`src/pwm_ctrl_pkg.sv`:
```
// shared constants, field layouts and state carriers for the pwm block
`default_nettype none
package pwm_ctrl_pkg;
	// channel counts
	localparam int MAX_CH = 6;
	localparam int MAX_INT_CH = 5;
	// register addresses carried in the top four bits of a frame
	localparam logic [3:0] ADDR_INIT2 = 4'h1;
	localparam logic [3:0] ADDR_CH_FIRST = 4'h2;
	localparam logic [3:0] ADDR_OUT_CTRL = 4'h8;
	localparam logic [3:0] ADDR_GLOBAL = 4'h9;
	localparam logic [3:0] ADDR_PRESC = 4'hC;
	localparam logic [3:0] ADDR_INCR = 4'hE;
	// field positions inside the 12 data bits
	localparam int RESYNC_BIT = 1;
	localparam int SUBREG_BIT = 11;
	localparam int STEP_SIGN_BIT = 10;
	localparam int PRESC_PER_SUBREG = 3;
	localparam int PHASE_SHIFT = 6;
	// values after reset and duty limits
	localparam logic [7:0] DUTY_RST = 8'h00;
	localparam logic [1:0] PRESC_RST = 2'h0;
	localparam logic [1:0] PHASE_RST = 2'h0;
	localparam logic [7:0] DUTY_FULL = 8'hFF;
	localparam logic [7:0] DUTY_EMPTY = 8'h00;
	// step sizes of incremental dimming
	localparam logic [7:0] STEP_SMALL = 8'h04;
	localparam logic [7:0] STEP_MID = 8'h08;
	localparam logic [7:0] STEP_LARGE = 8'h10;
	// frame length in bits
	localparam logic [4:0] FRAME_BITS = 5'h10;
	// reference clock supervision
	localparam int CLK_HZ = 100_000_000;
	localparam int REF_MIN_HZ = 25_600;
	localparam int REF_MAX_HZ = 102_400;
	localparam int FAIL_MARGIN = 2;
	localparam int REF_PER_MAX_CYC = CLK_HZ / REF_MIN_HZ;
	localparam int REF_PER_MIN_CYC = (CLK_HZ + REF_MAX_HZ - 1) / REF_MAX_HZ;
	localparam int SLOW_LIMIT_DEF = REF_PER_MAX_CYC * FAIL_MARGIN;
	localparam int FAST_LIMIT_CYC = REF_PER_MIN_CYC / FAIL_MARGIN;

	// one received serial frame
	typedef struct packed {
		logic [3:0] addr;
		logic watchdog_bit;
		logic [1:0] phase;
		logic on;
		logic [7:0] duty_code;
	} spi_word_s;

	// receiver state
	typedef struct packed {
		logic sclk_q;
		logic sel_q;
		logic [15:0] shift;
		logic [4:0] cnt;
		spi_word_s word;
		logic valid;
	} rx_s;

	// per channel generator state
	typedef struct packed {
		logic [1:0] pre;
		logic [7:0] cnt;
		logic on_act;
		logic [7:0] duty_act;
		logic out;
	} chan_s;

	// control registers and supervision state
	typedef struct packed {
		logic [MAX_CH-1:0][7:0] duty;
		logic [MAX_CH-1:0] on;
		logic [MAX_CH-1:0][1:0] phase;
		logic [MAX_CH-1:0][1:0] presc;
		logic [MAX_CH-1:0] gsel;
		logic [7:0] gduty;
		logic watchdog_bit;
		logic resync;
		logic ref_q;
		logic [12:0] ref_cnt;
		logic fail;
		logic ref_tick;
	} ctrl_s;
endpackage : pwm_ctrl_pkg
`default_nettype wire

```
`src/multichannel_pwm_output_control.sv`:
```
// register file, dimming and clock supervision of the pwm output block
`default_nettype none
module multichannel_pwm_output_control
	import pwm_ctrl_pkg::*;
#(
	parameter int NUM_CH = MAX_CH,
	parameter int NUM_INT_CH = MAX_INT_CH,
	parameter int SLOW_LIMIT_CYC = SLOW_LIMIT_DEF
) (
	// clock and reset
	input wire logic clk,
	input wire logic arst_n,
	// serial control port
	input wire logic select_n,
	input wire logic sclk,
	input wire logic si,
	// reference clock and mode
	input wire logic ref_clk_in,
	input wire logic fail_mode,
	// switch drive
	output logic [NUM_CH-1:0] channel_state,
	output logic [NUM_CH-1:0] fast_slew,
	output logic clock_fail
);
	// parameter checks
	if (NUM_CH < 1 || NUM_CH > MAX_CH || NUM_INT_CH > NUM_CH ||
		NUM_INT_CH > MAX_INT_CH) begin : g_bad_ch
		$error("channel counts out of range");
	end
	if (SLOW_LIMIT_CYC <= FAST_LIMIT_CYC || SLOW_LIMIT_CYC > 8191) begin : g_bad
		$error("slow limit out of range");
	end

	localparam logic [12:0] SLOW_LIM = 13'(SLOW_LIMIT_CYC);
	localparam logic [12:0] FAST_LIM = 13'(FAST_LIMIT_CYC);

	logic rst_q1;
	logic rst_n;
	spi_word_s word;
	logic word_valid;
	logic [11:0] d;
	ctrl_s st;
	ctrl_s next_st;
	logic [MAX_CH-1:0][7:0] eff_duty;
	logic [NUM_CH-1:0] outs;
	logic no_pwm;

	// reset release through two flops
	always_ff @(posedge clk or negedge arst_n) begin
		if (!arst_n) begin
			rst_q1 <= 1'b0;
			rst_n <= 1'b0;
		end else begin
			rst_q1 <= 1'b1;
			rst_n <= rst_q1;
		end
	end

	spi_frame_rx u_rx (
		.clk(clk),
		.rst_n(rst_n),
		.select_n(select_n),
		.sclk(sclk),
		.si(si),
		.word(word),
		.word_valid(word_valid)
	);

	assign d = word[11:0];

	// shared or own duty per channel
	always_comb begin
		for (int i = 0; i < MAX_CH; i++) begin
			eff_duty[i] = st.gsel[i] ? st.gduty : st.duty[i];
		end
	end

	// register writes, dimming steps and reference supervision
	always_comb begin
		logic [8:0] sum;
		logic [7:0] step;
		next_st = st;
		sum = 9'h000;
		step = 8'h00;
		next_st.resync = 1'b0;
		if (word_valid) begin
			unique case (word.addr)
				ADDR_INIT2: begin
					next_st.resync = d[RESYNC_BIT];
				end
				ADDR_OUT_CTRL: begin
					next_st.on[NUM_CH-1:0] = d[NUM_CH-1:0];
				end
				ADDR_GLOBAL: begin
					// sub bit keeps selects and shared duty apart
					if (d[SUBREG_BIT]) begin
						next_st.gduty = word.duty_code;
					end else begin
						next_st.gsel[NUM_CH-1:0] = d[NUM_CH-1:0];
					end
				end
				ADDR_PRESC: begin
					for (int i = 0; i < NUM_CH; i++) begin
						if ((i / PRESC_PER_SUBREG) == int'(d[SUBREG_BIT])) begin
							next_st.presc[i] = d[2*(i%PRESC_PER_SUBREG)+:2];
						end
					end
				end
				ADDR_INCR: begin
					for (int i = 0; i < NUM_INT_CH; i++) begin
						unique case (d[2*i+:2])
							2'h0: step = 8'h00;
							2'h1: step = STEP_SMALL;
							2'h2: step = STEP_MID;
							2'h3: step = STEP_LARGE;
						endcase
						if (d[STEP_SIGN_BIT]) begin
							sum = {1'b0, st.duty[i]} + {1'b0, step};
							next_st.duty[i] = sum[8] ? DUTY_FULL : sum[7:0];
						end else begin
							sum = {1'b0, st.duty[i]} - {1'b0, step};
							next_st.duty[i] = sum[8] ? DUTY_EMPTY : sum[7:0];
						end
					end
				end
				default: begin
					// channel control words live at consecutive addresses
					for (int i = 0; i < NUM_CH; i++) begin
						if (word.addr == ADDR_CH_FIRST + 4'(i)) begin
							next_st.duty[i] = word.duty_code;
							next_st.on[i] = word.on;
							next_st.phase[i] = word.phase;
							next_st.watchdog_bit = word.watchdog_bit;
						end
					end
				end
			endcase
		end
		// period measure between rising edges of the reference clock
		next_st.ref_q = ref_clk_in;
		next_st.ref_tick = 1'b0;
		if (ref_clk_in && !st.ref_q) begin
			next_st.ref_cnt = 13'h0000;
			next_st.fail = (st.ref_cnt < FAST_LIM);
			next_st.ref_tick = (st.ref_cnt >= FAST_LIM);
		end else if (st.ref_cnt >= SLOW_LIM) begin
			next_st.fail = 1'b1;
		end else begin
			next_st.ref_cnt = st.ref_cnt + 13'h0001;
		end
	end

	// state register
	always_ff @(posedge clk or negedge rst_n) begin
		if (!rst_n) begin
			st <= '0;
			for (int i = 0; i < MAX_CH; i++) begin
				st.duty[i] <= DUTY_RST;
				st.presc[i] <= PRESC_RST;
				st.phase[i] <= PHASE_RST;
			end
		end else begin
			st <= next_st;
		end
	end

	// fail mode or failed reference clock (silent or too fast): outputs follow the on bits only
	assign no_pwm = fail_mode || st.fail;

	// one generator per channel, own phase and prescaler always
	for (genvar g = 0; g < NUM_CH; g++) begin : g_ch
		pwm_channel u_ch (
			.clk(clk),
			.rst_n(rst_n),
			.ref_tick(st.ref_tick),
			.resync(st.resync),
			.force_full(no_pwm),
			.on(st.on[g]),
			.duty(eff_duty[g]),
			.phase(st.phase[g]),
			.presc(st.presc[g]),
			.out(outs[g])
		);
		assign fast_slew[g] = st.presc[g][1];
	end

	assign channel_state = outs;
	assign clock_fail = st.fail;
endmodule : multichannel_pwm_output_control
`default_nettype wire

```
`src/spi_frame_rx.sv`:
```
// 16-bit serial frame receiver, data taken on the falling clock edge
`default_nettype none
module spi_frame_rx
	import pwm_ctrl_pkg::*;
(
	// clock and reset
	input wire logic clk,
	input wire logic rst_n,
	// serial pins
	input wire logic select_n,
	input wire logic sclk,
	input wire logic si,
	// received frame
	output spi_word_s word,
	output logic word_valid
);
	rx_s st;
	rx_s next_st;

	// shift while selected, deliver only complete frames on deselect
	always_comb begin
		next_st = st;
		next_st.valid = 1'b0;
		next_st.sclk_q = sclk;
		next_st.sel_q = select_n;
		if (!select_n && st.sel_q) begin
			next_st.cnt = 5'h00;
		end else if (!select_n && st.sclk_q && !sclk) begin
			next_st.shift = {st.shift[14:0], si};
			if (st.cnt != 5'h1F) begin
				next_st.cnt = st.cnt + 5'h01;
			end
		end
		// any length other than 16 bits is dropped so a glitchy frame cannot corrupt state
		if (select_n && !st.sel_q && st.cnt == FRAME_BITS) begin
			next_st.word = spi_word_s'(st.shift);
			next_st.valid = 1'b1;
		end
	end

	// state register
	always_ff @(posedge clk or negedge rst_n) begin
		if (!rst_n) begin
			st <= '0;
			st.sclk_q <= 1'b0;
			st.sel_q <= 1'b1;
		end else begin
			st <= next_st;
		end
	end

	assign word = st.word;
	assign word_valid = st.valid;
endmodule : spi_frame_rx
`default_nettype wire

```
`src/pwm_channel.sv`:
```
// one pwm channel: prescaler, period counter, phase and duty compare
`default_nettype none
module pwm_channel
	import pwm_ctrl_pkg::*;
(
	// clock and reset
	input wire logic clk,
	input wire logic rst_n,
	// timing
	input wire logic ref_tick,
	input wire logic resync,
	input wire logic force_full,
	// settings
	input wire logic on,
	input wire logic [7:0] duty,
	input wire logic [1:0] phase,
	input wire logic [1:0] presc,
	// switch drive
	output logic out
);
	chan_s st;
	chan_s next_st;
	logic ch_tick;
	logic period_start;
	logic [7:0] phased;

	// divide reference ticks by 4, 2 or 1
	always_comb begin
		next_st = st;
		ch_tick = 1'b0;
		period_start = 1'b0;
		phased = 8'h00;
		if (ref_tick) begin
			next_st.pre = st.pre + 2'h1;
			if (presc[1]) begin
				ch_tick = 1'b1;
			end else if (presc[0]) begin
				ch_tick = st.pre[0];
			end else begin
				ch_tick = (st.pre == 2'h3);
			end
		end
		if (ch_tick) begin
			next_st.cnt = st.cnt + 8'h01;
			period_start = (st.cnt == 8'hFF);
		end
		if (resync) begin
			next_st.pre = 2'h0;
			next_st.cnt = 8'h00;
			period_start = 1'b1;
		end
		// off and full duty act at once, the rest waits for a new period
		if (!on) begin
			next_st.on_act = 1'b0;
		end else if (duty == DUTY_FULL) begin
			next_st.on_act = 1'b1;
			next_st.duty_act = DUTY_FULL;
		end else if (period_start) begin
			next_st.on_act = 1'b1;
			next_st.duty_act = duty;
		end
		// phase staggers the window by quarter periods
		phased = next_st.cnt + {phase, 6'h00};
		if (force_full) begin
			next_st.out = on;
		end else begin
			next_st.out = next_st.on_act && (phased <= next_st.duty_act);
		end
	end

	// state register
	always_ff @(posedge clk or negedge rst_n) begin
		if (!rst_n) begin
			st <= '0;
		end else begin
			st <= next_st;
		end
	end

	assign out = st.out;
endmodule : pwm_channel
`default_nettype wire

```
`config.mk`:
```
export PLATFORM = sky130hd
export DESIGN_NAME = multichannel_pwm_output_control
export DESIGN_NICKNAME = d
export VERILOG_FILES = /design/src/pwm_ctrl_pkg.sv /design/src/multichannel_pwm_output_control.sv /design/src/spi_frame_rx.sv /design/src/pwm_channel.sv
export SDC_FILE = /design/constraint.sdc
export NUM_CORES = 1
export LEC_CHECK = 0
export BUFFER_PORTS_ARGS = -buffer_cell sky130_fd_sc_hd__buf_2
export CORE_AREA = 2 2 182 184
export CTS_BUF_LIST = sky130_fd_sc_hd__clkbuf_4 sky130_fd_sc_hd__clkbuf_8
export CTS_CLUSTER_DIAMETER = 60
export CTS_CLUSTER_SIZE = 40
export DETAILED_ROUTE_END_ITERATION = 6
export DIE_AREA = 0 0 184 186
export PLACE_DENSITY = 0.72
export RECOVER_POWER = 25
export SYNTH_ARGS = -nofsm -noshare
export SYNTH_HDL_FRONTEND = slang
export SYNTH_SLANG_ARGS = --single-unit
```
`constraint.sdc`:
```
create_clock -name clk -period 22.3 [get_ports clk]
set_clock_uncertainty 0.15 [all_clocks]
set_input_delay 2.23 -clock clk [delete_from_list [all_inputs] [get_ports clk]]
set_output_delay 2.23 -clock clk [all_outputs]
set_load 0.1 [all_outputs]
```
==> metrics.yaml <==
yosysWarnings: 0
avgSynthCellArea_um2: 9.78
syn_inst: 1629
n_antenna_cell: 0
relSlewSlack: -1.54
finalCritPeriodShare: 0.251
fin_setup_tns_ns: 0
wl_um: 39100
ctsHtreeMaxLevel: 1
path_buf_inv: 2
postLayoutCellArea_mm2: 0.0169
wire_per_inst_um: 19.2
synthDistinctLibCells: 80
layout_commonest_cell: "dfrtp_1"
grt_pass1_wl_um: 63400
ys_async_sr_fraction: 1.00
nNetsFinal: 1721
gp_congestion: 0.882
ctsHoldBuffers: 0
post_cts_buffers: 0
first_pass_iters: 5
synth_nets: 1747
finalPower_uw: 1030
setup_ws_ns: 16.69
crit_chain: "clkbuf_1 > buf_4"
worst_pin_slew_ns: 3.82
clock_tree.root_cell: "clkbuf_8"
placed_area_mm2: 0.0162
crit_arrival_ns: 6.06
hold_path.class: "flop to flop"
synth_area_leaders: "dfrtp_1, ha_1, mux2_2"
antenna_found_initial: 0
reg2reg_slack_ns: 16.69
cpPeakStageDelay_ns: 2.75
ys_seq_area_frac: 0.426
die_w_um: 184
first_iter_violations: 772
cp_top_family: "buffers and inverters"
drive_gt1_frac: 0.115
core_mm2: 0.0322
clock.fmax_ghz: 0.178
violations: "capacitance limit, slew limit"
ios: 20
vdd_drop_max_mv: 0.0468
grtUsageMet1: 0.318
p_leak_uw: 0.00775
cellPowerDensity_mw_per_mm2: 60.6
grt_max_degree: 81
dp_hpwl_um: 27700
clkTransAtPathRegs_ns: 0.09
clockBufferDepth: 3
timing.final.max_slew_violations: 185
cts_buffers: 31
worstSetupPathType: "flop to asynchronous set/reset pin"
final_cell_mix: "dfrtp_1, nand2_1, nor2_1"
start_kind: "flop"
cts_sinks: 271
viasPerCell: 5.99
synth_seq_cells: 271
pre_cts_slack_ns: 17.81
synth.top_cell.area_share: 0.424
grtUsageMet2: 0.380
grt_setup_unrepaired: "false"
drc: 0
synth_edf_count: 0
synth_ff_type: "dfrtp_1"
grt_pass1_vias: 11900
antenna_left: 0
synth_top_area_cell: "dfrtp_1"
synth.cell_area_mm2: 0.0159
cts_resized: 0
gr-usage-all-layers: 0.234
setup_viol: 0
critPathMaxFanout: 80
rows: 66
dieHeight_um: 186
cts_tree: "built"
hold_viol: 0
syn2layout_area_growth_pct: 6.37
cp.required_ns: 22.75
portBuffers: 19
vias: 12200
fin_crit_ns: 5.61
maxCapViolations: 4
dieArea_mm2: 0.0342
status: "finished with violations"
start_util: 0.495
crit_path_top_delay_cell: "clkbuf_1"
met3_usage: 0.0372
worstSetupEndpointType: "asynchronous set/reset pin"
clock_latency_ns: 0.63
overflow: 0
top_usage_layer: "met2"
[logic make-up (layout without fill, tap and decap cells)]
family / count (synthesis) / after routing / share of synthesized area
fa+ha+maj: 111 / 111 / 0.0919
other cells: 1 / 1 / 0.000235
buf+inv: 154 / 153 / 0.0408
mux: 135 / 135 / 0.0913
flops: 271 / 271 / 0.426
xor+xnor: 78 / 78 / 0.0429
compound gates: 352 / 352 / 0.145
simple gates: 527 / 527 / 0.162
[path summary, 6_finish.rpt]
check                                 start                           end  depth (start not counted)
setup / recovery            rst_n$_DFF_PN0_  g_ch[4].u_ch.st[9]$_DFF_PN0_                          2
hold / removal             rst_q1$_DFF_PN0_               rst_n$_DFF_PN0_                          0
setup reg to reg            rst_n$_DFF_PN0_  g_ch[4].u_ch.st[9]$_DFF_PN0_                          2
hold reg to reg            rst_q1$_DFF_PN0_               rst_n$_DFF_PN0_                          0
max in group clk            st[0]$_DFF_PN0_    g_ch[2].u_ch.out$_DFF_PN0_                         14
min in group asynchronous   rst_n$_DFF_PN0_       u_rx.st[17]$_DFFE_PN0P_                          0
[report_power, final]
| group | leakage (uW) | switching [uW] | total, uW | internal, uW |
|---|---|---|---|---|
| Clock | 0.000371 | 220 | 400 | 181 |
| Combinational | 0.00388 | 44.7 | 83.8 | 39.1 |
| Sequential | 0.00351 | 26.4 | 544 | 517 |
| Total | 0.00775 | 291 | 1030 | 737 |
[cells in the mapped netlist, types with 5 or more instances]
library cell,instances
nand2b_1,20
a21o_1,16
o21a_1,10
o211ai_1,23
o2bb2ai_1,6
a21oi_1,70
mux2_2,81
and3_1,11
buf_4,12
buf_2,10
a22oi_1,5
nor3_1,27
o21ai_1,5
fa_1,10
a21boi_0,5
o211a_1,7
a22o_1,8
nor2_1,133
nand3_1,36
nor2b_1,37
o31a_1,5
nor4_1,15
a31oi_1,13
xor2_1,36
and2_1,26
xnor2_1,42
clkbuf_1,63
nand4_1,37
o31ai_1,9
o22ai_1,11
mux2i_1,53
a221oi_1,5
o21ai_0,91
dfrtp_1,270
or2_2,10
a2bb2oi_1,8
or3_1,8
a211oi_1,13
ha_1,101
inv_1,64
nand2_1,142
[flip-flops by register name (all words and copies together) (netlist names)]
signal and cells:
u_rx.st 23, g_ch.u_ch.out 6, g_ch.u_ch.st 114, clock_fail 1, st 102, rst_q1 1
fast_slew 6, u_rx.word 16, rst_n 1, u_rx.word_valid 1
[metal layers]
layer  vias up  wire [um]
met3        93       2300
met2       378      17800
met1      5979      17500
met4         0       1520
met5         -          0
li1       5750          -
[stage by stage]
step / cells / hold WS, ns / util
2_1_floorplan: 1629 / 0.181 / -
3_5_place_dp: 1978 / 0.190 / 0.504
6_report: 2036 / 0.206 / 0.526
5_1_grt: 2036 / 0.210 / 0.526
3_3_place_gp: 1978 / 0.186 / 0.504
4_1_cts: 2036 / 0.196 / 0.527
[final cells by class]
cell class                      count  area, um^2
Clock buffer                       34         468
Clock inverter                     24         280
Fill cell                        2894       15300
Inverter                           64         240
Multi-Input combinational cell   1204        8490
Sequential cell                   271        6780
Tap cell                          408         510
Timing Repair Buffer               31         171
No activity file was read; power rests on OpenSTA's default activity.
